[src/pkg/mct_pkg.sv]
// Contract
// - Sleep timer takes 1 to 255 seconds; zero disables and powersaves it.
// - Writing the timer starts timing; expiry sets the timer flag, interrupt if enabled.
// - Timer is one-shot and restarts only when the timer register is rewritten.
// - Fast-lock high selects fast peak detection and wide loop bandwidth.
// - Fast-lock low selects averaging detection, medium bandwidth 30 bits, then narrow.
// - Hold at one freezes the bit-sync phase; zero follows normal acquisition.
// - Hold is ignored whenever fast-lock is high.
// - Control bit 5 powersaves the receiver when one, enables it when zero.
// - Control bit 4 powersaves transmitter; clearing starts, setting stops transmission at once.
// - First block after continuity rises is preceded by dotting and sync word.
// - Three-bit limit bounds sync word errors; accepted match sets flag, loads count.
// - Accepted sync loads received symbols, updates syndrome and may interrupt.
// - Mask bits 7 to 3 pass their interrupts to the pin when one.
// - Mask only gates the pin and never alters the flag or status contents.
// - Gate bit 2 at zero suppresses sync, decode, idle interrupts on errored data.
// - Timer flag sets on expiry and clears when the flag register is read.
// - Sync error count is a 3-bit status field updated on each accepted sync.
package mct_pkg;

  localparam logic [6:0] MCT_ADDR_TIMER   = 7'h2F;
  localparam logic [6:0] MCT_ADDR_CONTROL = 7'h30;
  localparam logic [6:0] MCT_ADDR_MASK    = 7'h31;
  localparam logic [6:0] MCT_ADDR_FLAGS   = 7'h50;

  localparam int MCT_CTL_FAST_LOCK = 7;
  localparam int MCT_CTL_HOLD      = 6;
  localparam int MCT_CTL_RX_PS     = 5;
  localparam int MCT_CTL_TX_PS     = 4;
  localparam int MCT_CTL_CI        = 3;
  localparam int MCT_CTL_SYNC_WORD_ERROR_LIMIT_MSB  = 2;
  localparam int MCT_CTL_SYNC_WORD_ERROR_LIMIT_LSB  = 0;

  localparam int MCT_MSK_SRC_MSB   = 7;
  localparam int MCT_MSK_SRC_LSB   = 3;
  localparam int MCT_MSK_ERR_GATE  = 2;

  localparam int MCT_FLG_SYNC      = 4;
  localparam int MCT_FLG_DEC       = 3;
  localparam int MCT_FLG_IDLE      = 2;
  localparam int MCT_FLG_TX        = 1;
  localparam int MCT_FLG_TIMER     = 0;
  localparam int MCT_NUM_FLAGS     = 5;
  localparam int MCT_FLAG_POS_LSB  = 3;

  localparam logic [7:0] MCT_CONTROL_RST = 8'h30;
  localparam logic [7:0] MCT_MASK_RST    = 8'h00;
  localparam logic [7:0] MCT_TIMER_RST   = 8'h00;
  localparam logic [2:0] MCT_ERR_RST     = 3'h0;
  localparam logic [2:0] MCT_RX_GATED    = 3'h7;

  localparam int MCT_CLK_PERIOD_NS  = 25;
  localparam int MCT_SECOND_NS      = 1000000000;
  localparam int MCT_SECOND_CYCLES  = MCT_SECOND_NS / MCT_CLK_PERIOD_NS;
  localparam int MCT_MEDIUM_BW_BITS = 30;

  typedef enum logic [1:0] {
    MCT_BW_WIDE   = 2'h0,
    MCT_BW_MEDIUM = 2'h1,
    MCT_BW_NARROW = 2'h3
  } mct_bw_e;

endpackage

[src/hdl/mct_sleep_timer.sv]
`timescale 1ns/1ps
module mct_sleep_timer
  import mct_pkg::*;
#(
  parameter int SECOND_CYCLES = MCT_SECOND_CYCLES
) (
  input  wire logic       sys_clk,
  input  wire logic       sys_rst,
  input  wire logic       load,
  input  wire logic [7:0] load_seconds,
  output logic            expired,
  output logic            powersave
);

  localparam int PW = $clog2(SECOND_CYCLES);
  localparam logic [PW-1:0] PRE_LAST = PW'(SECOND_CYCLES - 1);

  typedef struct packed {
    logic [PW-1:0] prescale;
    logic [7:0]    seconds;
    logic          running;
    logic          expired;
    logic          powersave;
  } mct_tmr_s;

  mct_tmr_s st_reg;
  mct_tmr_s st_next;

  always_comb begin
    st_next = st_reg;
    st_next.expired = 1'b0;
    if (load) begin
      st_next.seconds   = load_seconds;
      st_next.prescale  = '0;
      st_next.running   = (load_seconds != MCT_TIMER_RST);
      st_next.powersave = (load_seconds == MCT_TIMER_RST);
    end else if (st_reg.running) begin
      if (st_reg.prescale == PRE_LAST) begin
        st_next.prescale = '0;
        st_next.seconds  = st_reg.seconds - 8'h01;
        if (st_reg.seconds == 8'h01) begin
          st_next.running = 1'b0;
          st_next.expired = 1'b1;
        end
      end else begin
        st_next.prescale = st_reg.prescale + PW'(1);
      end
    end
  end

  always_ff @(posedge sys_clk) begin
    if (sys_rst) begin
      st_reg <= '{prescale: '0, seconds: MCT_TIMER_RST, running: 1'b0,
                  expired: 1'b0, powersave: 1'b1};
    end else begin
      st_reg <= st_next;
    end
  end

  assign expired   = st_reg.expired;
  assign powersave = st_reg.powersave;

endmodule

[src/hdl/mct_control_top.sv]
`timescale 1ns/1ps
module mct_control_top
  import mct_pkg::*;
#(
  parameter int SECOND_CYCLES = MCT_SECOND_CYCLES,
  parameter int MEDIUM_BITS   = MCT_MEDIUM_BW_BITS
) (
  input  wire logic       sys_clk,
  input  wire logic       sys_rst,
  input  wire logic       bus_cs_n,
  input  wire logic       bus_rd_n,
  input  wire logic       bus_wr_n,
  input  wire logic [6:0] bus_addr,
  input  wire logic [7:0] bus_data_in,
  output logic      [7:0] bus_data_out,
  output logic            bus_data_oe,
  input  wire logic       bit_tick,
  input  wire logic       sync_candidate,
  input  wire logic [2:0] sync_candidate_errors,
  input  wire logic       sync_lost,
  input  wire logic       decode_change,
  input  wire logic       idle_change,
  input  wire logic       tx_buffer_empty,
  input  wire logic       tx_block_start,
  input  wire logic       errored_data,
  output logic            interrupt_request_pin_n,
  output logic            receiver_powersave,
  output logic            transmitter_powersave,
  output logic            continuity_indicator,
  output logic            fast_peak_detect,
  output logic [1:0]      loop_bandwidth,
  output logic            phase_freeze,
  output logic            preamble_pending,
  output logic            rx_load,
  output logic [2:0]      sync_error_count,
  output logic            timer_powersave
);

  localparam int CW = $clog2(MEDIUM_BITS + 1);
  localparam logic [CW-1:0] MED_LAST = CW'(MEDIUM_BITS - 1);

  // One sample of the host bus pins, kept together through the synchroniser.
  typedef struct packed {
    logic       cs_n;
    logic       rd_n;
    logic       wr_n;
    logic [6:0] addr;
    logic [7:0] data;
  } mct_pins_s;

  typedef struct packed {
    mct_pins_s     pins_s1;
    mct_pins_s     pins_s2;
    logic          wr_act_d;
    logic          rd_act_d;
    logic [6:0]    acc_addr;
    logic [7:0]    acc_data;
    logic [7:0]    control;
    logic [7:0]    mask;
    logic [MCT_NUM_FLAGS-1:0] flags;
    logic [2:0]    sync_errs;
    logic          rx_load;
    mct_bw_e       bw;
    logic [CW-1:0] bw_cnt;
    logic          ci_d;
    logic          preamble;
    logic          freeze;
    logic          irq_n;
    logic [7:0]    dout;
    logic          doe;
  } mct_top_s;

  mct_top_s st_reg;
  mct_top_s st_next;

  logic                     timer_expired;
  logic                     timer_ps;
  logic                     timer_load;
  logic                     cs_n_s;
  logic                     rd_n_s;
  logic                     wr_n_s;
  logic [6:0]               addr_s;
  logic [7:0]               data_s;
  logic                     rd_act;
  logic                     wr_act;
  logic                     wr_stb;
  logic                     rd_end;
  logic                     wr_control;
  logic                     wr_mask;
  logic                     fast;
  logic                     sync_accept;
  logic [2:0]               limit;
  logic [7:0]               ctl_new;
  logic                     flag_read;
  logic                     rx_reset;
  logic                     tx_reset;
  logic                     err_block;
  logic [MCT_NUM_FLAGS-1:0] flag_src;
  logic [MCT_NUM_FLAGS-1:0] flag_next;
  logic [MCT_NUM_FLAGS-1:0] irq_hit;

  // Only the second synchroniser stage is decoded.
  assign cs_n_s = st_reg.pins_s2.cs_n;
  assign rd_n_s = st_reg.pins_s2.rd_n;
  assign wr_n_s = st_reg.pins_s2.wr_n;
  assign addr_s = st_reg.pins_s2.addr;
  assign data_s = st_reg.pins_s2.data;

  assign rd_act = ~cs_n_s & ~rd_n_s;
  assign wr_act = ~cs_n_s & ~wr_n_s & rd_n_s;

  // A write commits when the strobe ends, using the last sampled address and data.
  assign wr_stb     = st_reg.wr_act_d & ~wr_act;
  assign rd_end     = st_reg.rd_act_d & ~rd_act;
  assign timer_load = wr_stb & (st_reg.acc_addr == MCT_ADDR_TIMER);
  assign wr_control = wr_stb & (st_reg.acc_addr == MCT_ADDR_CONTROL);
  assign wr_mask    = wr_stb & (st_reg.acc_addr == MCT_ADDR_MASK);

  assign fast  = st_reg.control[MCT_CTL_FAST_LOCK];
  assign limit = st_reg.control[MCT_CTL_SYNC_WORD_ERROR_LIMIT_MSB:MCT_CTL_SYNC_WORD_ERROR_LIMIT_LSB];

  assign sync_accept = sync_candidate & (sync_candidate_errors <= limit)
                       & ~st_reg.control[MCT_CTL_RX_PS];
  assign flag_read   = rd_end & (st_reg.acc_addr == MCT_ADDR_FLAGS);
  // Writing receiver powersave resets the receive flags and status.
  assign rx_reset    = wr_control & st_reg.acc_data[MCT_CTL_RX_PS];
  // Writing transmitter powersave marks the transmit buffer empty.
  assign tx_reset    = wr_control & st_reg.acc_data[MCT_CTL_TX_PS];
  assign err_block   = ~st_reg.mask[MCT_MSK_ERR_GATE] & errored_data;

  assign flag_src[MCT_FLG_SYNC]  = sync_accept | sync_lost;
  assign flag_src[MCT_FLG_DEC]   = decode_change;
  assign flag_src[MCT_FLG_IDLE]  = idle_change;
  assign flag_src[MCT_FLG_TX]    = tx_buffer_empty | tx_reset;
  assign flag_src[MCT_FLG_TIMER] = timer_expired;

  // Each flag is one slice; the receive flags share the clear and the error gate.
  for (genvar g = 0; g < MCT_NUM_FLAGS; g++) begin : g_flag
    localparam bit RX_KIND = (g == MCT_FLG_SYNC) || (g == MCT_FLG_DEC)
                             || (g == MCT_FLG_IDLE);
    // read clears flags
    // A new event wins over a clear in the same cycle.
    assign flag_next[g] = (st_reg.flags[g] & ~flag_read & ~(RX_KIND & rx_reset))
                          | flag_src[g];
    assign irq_hit[g]   = st_reg.flags[g] & st_reg.mask[MCT_MSK_SRC_LSB + g]
                          & ~(RX_KIND & err_block);
  end

  mct_sleep_timer #(
    .SECOND_CYCLES (SECOND_CYCLES)
  ) u_timer (
    .sys_clk      (sys_clk),
    .sys_rst      (sys_rst),
    .load         (timer_load),
    .load_seconds (st_reg.acc_data),
    .expired      (timer_expired),
    .powersave    (timer_ps)
  );

  always_comb begin
    st_next = st_reg;
    st_next.pins_s1 = {bus_cs_n, bus_rd_n, bus_wr_n, bus_addr, bus_data_in};
    st_next.pins_s2 = st_reg.pins_s1;
    st_next.wr_act_d = wr_act;
    st_next.rd_act_d = rd_act;
    if (rd_act || wr_act) begin
      st_next.acc_addr = addr_s;
      st_next.acc_data = data_s;
    end

    ctl_new = st_reg.control;
    if (wr_control) begin
      ctl_new = st_reg.acc_data;
    end
    st_next.control = ctl_new;
    if (wr_mask) begin
      st_next.mask = st_reg.acc_data;
    end

    st_next.rx_load = sync_accept;
    if (rx_reset) begin
      st_next.sync_errs = MCT_ERR_RST;
    end
    if (sync_accept) begin
      st_next.sync_errs = sync_candidate_errors;
    end

    st_next.flags = flag_next;
    st_next.irq_n = ~|irq_hit;
    st_next.freeze = ctl_new[MCT_CTL_HOLD] & ~ctl_new[MCT_CTL_FAST_LOCK];

    if (fast) begin
      st_next.bw     = MCT_BW_WIDE;
      st_next.bw_cnt = '0;
    end else begin
      case (st_reg.bw)
        MCT_BW_WIDE: begin
          st_next.bw     = MCT_BW_MEDIUM;
          st_next.bw_cnt = '0;
        end
        MCT_BW_MEDIUM: begin
          if (bit_tick) begin
            if (st_reg.bw_cnt == MED_LAST) begin
              st_next.bw = MCT_BW_NARROW;
            end else begin
              st_next.bw_cnt = st_reg.bw_cnt + CW'(1);
            end
          end
        end
        MCT_BW_NARROW: begin
          st_next.bw = MCT_BW_NARROW;
        end
        default: begin
          st_next.bw = MCT_BW_NARROW;
        end
      endcase
    end

    st_next.ci_d = st_reg.control[MCT_CTL_CI];
    if (st_reg.control[MCT_CTL_CI] && !st_reg.ci_d) begin
      st_next.preamble = 1'b1;
    end else if (st_reg.control[MCT_CTL_TX_PS]) begin
      st_next.preamble = 1'b1;
    end else if (tx_block_start) begin
      st_next.preamble = 1'b0;
    end

    // The data bus is driven only while a flag read is in progress.
    st_next.doe  = rd_act & (addr_s == MCT_ADDR_FLAGS);
    st_next.dout = '0;
    if (rd_act && (addr_s == MCT_ADDR_FLAGS)) begin
      st_next.dout[MCT_FLAG_POS_LSB +: MCT_NUM_FLAGS] = st_reg.flags;
    end
  end

  always_ff @(posedge sys_clk) begin
    if (sys_rst) begin
      st_reg.pins_s1   <= '1;
      st_reg.pins_s2   <= '1;
      st_reg.wr_act_d  <= 1'b0;
      st_reg.rd_act_d  <= 1'b0;
      st_reg.acc_addr  <= '0;
      st_reg.acc_data  <= '0;
      st_reg.control   <= MCT_CONTROL_RST;
      st_reg.mask      <= MCT_MASK_RST;
      st_reg.flags     <= '0;
      st_reg.sync_errs <= MCT_ERR_RST;
      st_reg.rx_load   <= 1'b0;
      st_reg.bw        <= MCT_BW_NARROW;
      st_reg.bw_cnt    <= '0;
      st_reg.ci_d      <= 1'b0;
      st_reg.preamble  <= 1'b1;
      st_reg.freeze    <= 1'b0;
      st_reg.irq_n     <= 1'b1;
      st_reg.dout      <= '0;
      st_reg.doe       <= 1'b0;
    end else begin
      st_reg <= st_next;
    end
  end

  assign bus_data_out            = st_reg.dout;
  assign bus_data_oe             = st_reg.doe;
  assign interrupt_request_pin_n = st_reg.irq_n;
  assign receiver_powersave      = st_reg.control[MCT_CTL_RX_PS];
  assign transmitter_powersave   = st_reg.control[MCT_CTL_TX_PS];
  assign continuity_indicator    = st_reg.control[MCT_CTL_CI];
  assign fast_peak_detect        = st_reg.control[MCT_CTL_FAST_LOCK];
  assign loop_bandwidth          = st_reg.bw;
  assign phase_freeze            = st_reg.freeze;
  assign preamble_pending        = st_reg.preamble;
  assign rx_load                 = st_reg.rx_load;
  assign sync_error_count        = st_reg.sync_errs;
  assign timer_powersave         = timer_ps;

endmodule

[config.mk]
export PLATFORM = sky130hd
export DESIGN_NAME = mct_control_top
export DESIGN_NICKNAME = d
export VERILOG_FILES = /design/src/pkg/mct_pkg.sv /design/src/hdl/mct_sleep_timer.sv /design/src/hdl/mct_control_top.sv
export SDC_FILE = /design/constraint.sdc
export NUM_CORES = 1
export LEC_CHECK = 0
export BUFFER_PORTS_ARGS = -buffer_cell sky130_fd_sc_hd__buf_4
export CAP_MARGIN = 20
export CORE_ASPECT_RATIO = 0.5
export CORE_MARGIN = 4
export CORE_UTILIZATION = 50
export CTS_BUF_LIST = sky130_fd_sc_hd__clkbuf_4 sky130_fd_sc_hd__clkbuf_8
export DETAILED_ROUTE_END_ITERATION = 8
export PLACE_DENSITY = 0.69
export SETUP_SLACK_MARGIN = 0.2
export SLEW_MARGIN = 20
export SYNTH_ARGS = -nofsm -noshare
export SYNTH_HDL_FRONTEND = slang
export SYNTH_SLANG_ARGS = --single-unit
[constraint.sdc]
create_clock -name sys_clk -period 2.4 [get_ports sys_clk]
set_input_delay 0.12 -clock sys_clk [delete_from_list [all_inputs] [get_ports sys_clk]]
set_output_delay 0.12 -clock sys_clk [all_outputs]
set_load 0.02 [all_outputs]
==> results of run 1 <==
-- metrics by stage --
step	instances	util (%)
finish	774	65.2
global route	774	65.2
global placement	715	57.4
floorplan	555	-
CTS	774	65.2
detailed placement	715	57.4
-- worst min-delay path by stage --
stage | cells past startpoint | slack, ps | startpoint | endpoint
2_1_floorplan | 1 | 220 | bus_data_in[0] | st_next[62]
3_3_place_gp | 2 | 300 | bus_addr[2] | st_next[72]
3_5_place_dp | 2 | 310 | bus_addr[1] | st_next[71]
4_1_cts | 3 | 10 | bit_tick | loop_bandwidth[1]
5_1_grt | 3 | 20 | bit_tick | loop_bandwidth[1]
6_report | 3 | 30 | bit_tick | loop_bandwidth[1]
-- worst max-delay path: stages (launching register included) --
cell	delay, ps
dfxtp_1	390
nor4bb_1	420
and3_1	380
nand3_1	180
nand3_1	130
buf_4	270
nor2_1	80
-- timing repair --
| action | in CTS | in global routing |
|---|---|---|
| buffers inserted | 0 | 0 |
| endpoints found under the setup margin | 0 | 0 |
| hold endpoints to repair | 27 | 0 |
| hold buffers | 27 | 0 |
-- area by class of cell --
type / instances / area, sq um / share of cell area (%)
Sequential cell: 130 / 2600 / 40.9
Timing Repair Buffer: 83 / 691 / 10.9
Multi-Input combinational cell: 379 / 2350 / 37.0
Clock inverter: 9 / 201 / 3.16
Clock buffer: 23 / 292 / 4.58
Tap cell: 135 / 169 / 2.65
Inverter: 15 / 56.3 / 0.885
-- power groups by stage --
stage          Sequential, W  Clock, W  Combinational (W)
2_1_floorplan        0.00226         0          0.0000850
3_3_place_gp         0.00227         0           0.000134
3_5_place_dp         0.00227         0           0.000136
4_1_cts              0.00222   0.00232           0.000172
5_1_grt              0.00222   0.00243           0.000191
6_report             0.00222   0.00228           0.000172
-- synthesized netlist by cell type, types with 2 or more instances --
master	number	area, sq um
nand3_2	2	20.0
inv_1	14	52.6
and2_1	8	50.1
a311oi_1	3	26.3
a22o_1	3	26.3
nand2b_1	4	25.0
ha_1	8	100
a21oi_1	42	210
xor2_1	15	131
nor4bb_1	2	20.0
a211oi_1	3	22.5
nor2b_1	2	12.5
nand4_1	11	68.8
o21ai_0	5	25.0
dfxtp_1	130	2600
mux2i_1	10	100
nor4_4	3	63.8
or4_4	2	22.5
clkbuf_1	13	48.8
nor3_1	10	50.1
o22ai_1	2	12.5
nor4_2	4	50.1
nand4_2	2	25.0
nor4_1	5	31.3
nand2_1	67	251
and3_1	4	25.0
nor2_1	53	199
buf_4	14	105
buf_2	4	20.0
nor4b_1	2	17.5
xnor2_1	13	114
nand3_1	16	80.1
o31ai_1	3	22.5
nand3b_1	4	30.0
nand4b_1	2	17.5
and4_1	3	26.3
or3_1	2	12.5
o211ai_1	4	30.0
or2_2	37	231
-- cells by family (layout without fill, tap and decap cells) --
family | after synthesis | in the layout | share of synthesized area [%]
buffers and inverters | 46 | 130 | 4.45
and+or+nand+nor | 253 | 253 | 27.2
adders and majority gates | 8 | 8 | 1.93
muxes | 10 | 10 | 1.93
other | 1 | 3 | 0.0725
AOI/OAI and AO/OA | 77 | 77 | 9.41
DFF | 130 | 130 | 50.3
xor gates and xnor gates | 28 | 28 | 4.74
-- layer usage --
layer,share of wire (%),vias to the layer above,GRT usage [%]
li1,-,2039,-
met1,52,1852,26.1
met2,43,72,28.2
met3,4.5,4,6.01
met4,0.58,0,7.09
met5,0,-,0
==> results.toml, run 1 <==
[outcome]
outcome = "completed"

[layout]
drive_gt1_share_pct = 23.2
layout_common_cells = "dfxtp_1 (130), nand2_1 (67), buf_4 (56)"
final_common_cell = "dfxtp_1"
fillCellCount = 802
final_area_sq_um = 6360
diodes = 0
syn2layout_area_growth_pct = 23.0
fin_nets = 665

[clocking]
cts.path.max_buffers = 2
clkTransAtPathRegs_ps = 80
htree_levels = 4
clock_latency_ps = 430
clock-sinks = 130
cts_tree = "done"
cts-resized-gates = 0
cts-root-buf = "clkbuf_8"
cts_made_buffers = 17

[critical_path]
cp_max_fo = 21
r2r-end = "u_timer.st_reg[27]"
r2r_setup_slack_ps = 430
r2r_start = "u_timer.st_reg[26]"
rr_worst_depth = 6
crit_required_ps = 2710
crit_type = "flop to flop"
arrival_ps = 2290
cp-endpoint = "u_timer.st_reg[27]"
critPathLaunch = "u_timer.st_reg[26]"
cp-end-kind = "flop"
crit_path_start_kind = "flop"

[grt]
grt_use_total_pct = 19.0
grt_pass1_wl_microns = 18700
antenna_found_initial = 0
grt-ovfl-total = 0
grt_max_degree = 54
first_global_vias = 3846

[timing]
min_period_over_period_pct = 82.2
setup_viol = 0
hold_viol = 0
tightest_slew_ps = 628
final.setup.worst_slack_ps = 426
whs_ps = 25.1
fmax_mhz = 507
finalCriticalPeriod_ps = 1970
grt_setup_unrepaired = "no"
slew_viol_final = 0
slew_headroom_pct = 58.2
worst_clock_skew_ps = 11.1
tns_ps = 0

[power]
swShare_pct = 20.0
power_w = 0.00467
power.share.clock_pct = 48.8
ir_worst_vdd_v = 0.000340
seq_power_share_pct = 47.5
leakage_nw = 2.45
comb_power_share_pct = 3.7
powerDensity_nw_per_um2 = 734
power.switching_w = 0.000936
p_int_w = 0.00374

[floorplan]
fp.dieH_microns = 79.9
dieArea_sq_um = 12100
die-width_microns = 152
core_sq_um = 9760
rows = 25
ioPinCount = 54
initial_core_util_pct = 53.0

[drt]
via_per_inst = 5.13
drt-initial-drc-count = 217
wl_per_cell_microns = 13.7
num_vias = 3967
drc_errors = 0
drtAntennaViolNets = 0
routed_wirelength_microns = 10600
first_pass_iters = 4

[logic_synthesis]
synthArstFlopShare_pct = 0
synth_edf_count = 0
synth_area_sq_um = 5170
synth_cells = 553
synth_cell_types = 61
synthFlopType = "dfxtp_1"
avgSynthCellArea_sq_um = 9.36
ys_warn_count = 0
ys_ff_latch = 130
seq_area_frac_synth_pct = 50.3

[worst_hold_path]
min_path_type = "input pin to flop"

[run]
cap_viol_max_count = 0

[place]
pre_cts_ws_ps = 481
placed_cell_area_sq_um = 5600
gp_congestion = 0.863
io_buffer_count = 50
dp_hpwl_microns = 7100
Note: power is estimated with default switching activity, not from simulation.
==> inputs of run 2 (changes only) <==
Settings changed: PLACE_DENSITY 0.69 to 0.72.
Clock period 2.4 ns to 1.7 ns, I/O delays scaled along.
==> results.toml, run 2 (synthesis gave the netlist of run 1 again) <==
[critical_path]
cp_max_fo = 5
cp-end-kind = "flop"
arrival_ps = 2120
crit_type = "flop to flop"
crit_path_start_kind = "flop"
crit_required_ps = 2040

[clocking]
cts.path.max_buffers = 2
htree_levels = 4
cts-root-buf = "clkbuf_8"
clock-sinks = 130
cts_tree = "done"
clock_latency_ps = 450
clkTransAtPathRegs_ps = 90
cts_made_buffers = 17

[timing]
min_period_over_period_pct = 105
grt_setup_unrepaired = "yes"
fmax_mhz = 560
slew_viol_final = 0
finalCriticalPeriod_ps = 1790
tightest_slew_ps = 530
slew_headroom_pct = 64.7
hold_viol = 0
final.setup.worst_slack_ps = -86.5
setup_viol = 25
worst_clock_skew_ps = 14.3
whs_ps = 16.4

[power]
power_w = 0.00639
powerDensity_nw_per_um2 = 852
ir_worst_vdd_v = 0.000522
leakage_nw = 3.00

[layout]
fin_nets = 733
fillCellCount = 627
drive_gt1_share_pct = 44.6
diodes = 0
layout_common_cells = "buf_4 (114), dfxtp_1 (110), nand2_1 (56)"
final_area_sq_um = 7510
syn2layout_area_growth_pct = 45.1
final_common_cell = "buf_4"

[drt]
via_per_inst = 5.19
routed_wirelength_microns = 13100
drtAntennaViolNets = 0
drt-initial-drc-count = 211
drc_errors = 0
highest_layer = "met4"
met3_length_microns = 637
wl_per_cell_microns = 15.6
num_vias = 4372
first_pass_iters = 5
met1_length_microns = 5940
route.met2.wl_microns = 6190

[floorplan]
fp.dieH_microns = 79.9
initial_core_util_pct = 53.0
core_sq_um = 9760
die-width_microns = 152
rows = 25
dieArea_sq_um = 12100
ioPinCount = 54

[place]
placed_cell_area_sq_um = 6050
io_buffer_count = 50
dp_hpwl_microns = 7670
gp_congestion = 0.866

[outcome]
outcome = "finished, violations left"
violations = "negative setup slack"

[grt]
grt_max_degree = 47
antenna_found_initial = 0
grt_pass1_wl_microns = 20200
grt_use_total_pct = 20.6
grt-ovfl-total = 0
first_global_vias = 4148

[worst_hold_path]
min_path_type = "input pin to flop"

[run]
cap_viol_max_count = 0
run 2: cell types whose count changed in the layout (fill, tap and decap cells not counted), moves of 7 or more:
cell,delta
nand3_1,-7
nor2_4,+14
nor2_2,+8
nor2_1,-22
a21oi_1,-9
nand2_1,-11
nand2_2,+7
dfxtp_2,+15
dfxtp_1,-20
a21oi_2,+9
buf_4,+58
run 2: critical path, cell delays in order, from the launching register on:
cell	delay (ps)
dfxtp_2	320
nand4b_1	280
nor4_4	390
buf_4	190
nand3_4	100
nand3_4	160
clkbuf_16	200
nor2_2	30
run 2: path summary, 6_finish.rpt:
| kind | start | end | slack (ps) | depth (start not counted) |
|---|---|---|---|---|
| setup reg to reg | u_timer.st_reg[24] | u_timer.st_reg[22] | -90 | 7 |
| hold reg to reg | st_next[69] | data_s[7] | 410 | 1 |
| hold / removal | sys_rst | st_reg[45] | 20 | 2 |
| setup / recovery | u_timer.st_reg[24] | u_timer.st_reg[22] | -90 | 7 |
run 2: final cells by class:
cell class                      instances  area (sq um)  area share [%]
Tap cell                              135           169            2.25
Clock buffer                           18           241            3.22
Timing Repair Buffer                  151          1280            17.1
Inverter                               15          56.3           0.750
Sequential cell                       130          2640            35.2
Clock inverter                         14           201            2.68
Multi-Input combinational cell        379          2920            38.9
run 2: routing by layer:
layer	global-route usage [%]	vias up
met4	6.73	0
met3	6.17	32
met1	26.2	2053
li1	-	2178
met5	0	-
met2	34.1	109
run 2: what timing repair did:
action | CTS | global route
gates cloned | 0 | 3
endpoints found under the setup margin | 57 | 67
resized for setup | 33 | 85
buffers inserted | 14 | 11
hold endpoints to repair | 28 | 0
pin swaps | 15 | 32
hold buffers | 28 | 0
run 2: report_power, final:
part           leakage [nW]  switching (W)  internal, W
clock                 0.218        0.00132      0.00164
combinational          1.72       0.000142     0.000174
sequential             1.07      0.0000313      0.00309
total                  3.00        0.00149      0.00490
run 2: metrics by stage:
step / instances / utilization (%) / worst slack (ps) / TNS (ps)
2_1_floorplan: 555 / - / 62.2 / 0
3_3_place_gp: 754 / 62.0 / 45.3 / 0
3_5_place_dp: 754 / 62.0 / -14.8 / -14.8
4_1_cts: 828 / 71.7 / 24.8 / 0
5_1_grt: 842 / 76.9 / -164 / -3680
6_report: 842 / 76.9 / -86.5 / -1380
==> inputs of run 3 (changes only) <==
Settings changed: REMOVE_ABC_BUFFERS set to 1.
==> results.toml, run 3 (synthesis gave the netlist of run 1 again) <==
[outcome]
outcome = "finished, violations left"
violations = "negative setup slack"

[critical_path]
crit_required_ps = 2030
cp-end-kind = "flop"
crit_path_start_kind = "flop"
cpMostUsedCell = "buf_4"
arrival_ps = 2060
crit_chain = "buf_4 > nand4_1 > buf_4 > nor4_4 > buf_4 > nand4_1 > xor2_1 > nor2_1"
cp_max_fo = 4
worst_path_max_delay_cell = "dfxtp_2"
critical_path.max_stage_delay_ps = 370
cp_num_buf_inv = 3
crit_type = "flop to flop"
crit_family = "simple AND/OR/NAND/NOR gates"

[clocking]
clock_latency_ps = 440
cts_tree = "done"
cts.path.max_buffers = 2
htree_levels = 4
cts_made_buffers = 17
cts-root-buf = "clkbuf_8"
clock-sinks = 130
clkTransAtPathRegs_ps = 80

[drt]
drt-initial-drc-count = 423
wl_per_cell_microns = 17.2
via_per_inst = 5.53
first_pass_iters = 7
drc_errors = 0
routed_wirelength_microns = 14900
drtAntennaViolNets = 0
num_vias = 4804

[floorplan]
fp.dieH_microns = 79.9
rows = 25
dieArea_sq_um = 12100
ioPinCount = 54
core_sq_um = 9760
initial_core_util_pct = 53.0
die-width_microns = 152

[place]
io_buffer_count = 50
pre_cts_ws_ps = -119
dp_hpwl_microns = 7770
placedCellCount = 775
gp_congestion = 0.860

[power]
powerDensity_nw_per_um2 = 799
ir_worst_vdd_v = 0.000465
leakage_nw = 3.16

[layout]
final_common_cell = "buf_4"
fin_nets = 760
syn2layout_area_growth_pct = 49.2
drive_gt1_share_pct = 46.9
layout_common_cells = "buf_4 (135), dfxtp_1 (108), nand2_1 (57)"
fin_cells = 869

[timing]
slew_viol_final = 0
min_period_over_period_pct = 102
hold_viol = 0
grt_setup_unrepaired = "yes"
finalCriticalPeriod_ps = 1730
worst_clock_skew_ps = 10.4
final.setup.worst_slack_ps = -33.2
fmax_mhz = 577
setup_viol = 4

[grt]
grt_max_degree = 25
grt_use_total_pct = 22.4
grt_pass1_wl_microns = 21900
antenna_found_initial = 0
first_global_vias = 4587
grt-ovfl-total = 0

[run]
cap_viol_max_count = 0

[worst_hold_path]
min_path_type = "input pin to flop"
## run 3: cell types whose count changed in the layout (fill, tap and decap cells not counted), moves of 4 or more
cell / change
dfxtp_2: +4
clkinv_2: +4
buf_4: +21
buf_6: +5
nor2_1: +4
## run 3: timing repair
item / 4_1_cts / 5_1_grt
gates cloned: 2 / 1
hold buffers: 29 / 0
pin swaps: 53 / 42
hold endpoints to repair: 36 / 0
endpoints found under the setup margin: 65 / 72
gates resized for setup: 70 / 91
buffers inserted: 18 / 12
## run 3: power by group
group / switching [W] / total [W] / internal [W]
sequential: 0.0000333 / 0.00313 / 0.00309
clock: 0.00123 / 0.00271 / 0.00148
combinational: 0.000146 / 0.000329 / 0.000182
total: 0.00141 / 0.00617 / 0.00476
## run 3: layout make-up
| type | instances | area, sq um |
|---|---|---|
| antenna | 1 | 2.50 |
| clock buffer | 18 | 248 |
| clock inverter | 13 | 158 |
| fill | 577 | 2040 |
| inverter | 15 | 56.3 |
| multi-input combinational | 379 | 2930 |
| sequential | 130 | 2640 |
| tap | 135 | 169 |
| timing repair buffer | 178 | 1520 |
## run 3: routing by layer
metal  GRT usage, %  part of all wire, %  vias up
li1               -                    -     2240
met1           25.9                   42     2306
met2           40.4                   50      205
met3           6.33                  5.5       53
met4           7.62                  2.6        0
met5              0                    0        -
## run 3: path summary, 6_finish.rpt
path                                    startpoint            endpoint  slack (ps)  cells after the start
worst max-delay path            u_timer.st_reg[12]  u_timer.st_reg[28]         -30                      8
worst min-delay path                sync_candidate             rx_load         120                      4
worst max register to register  u_timer.st_reg[12]  u_timer.st_reg[28]         -30                      8
worst min register to register         st_next[75]           addr_s[5]         400                      1
## run 3: worst min-delay path: stages
cell and delay [ps]:
buf_4 110, nor2b_1 180, nand2_1 90, nor2_1 40
## run 3: stage by stage
stage                     utilization, %  power [W]  hold slack [ps]  setup TNS, ps  instance area, sq um
after floorplan                        -    0.00328              152          -3470                  5010
after global placement              62.1    0.00341              270           -290                  6060
after detailed placement            62.1    0.00341              271          -1050                  6060
after CTS                           74.0    0.00614             82.5              0                  7220
after global routing                79.1    0.00638              123          -1130                  7720
final                               79.1    0.00617              117          -61.0                  7720
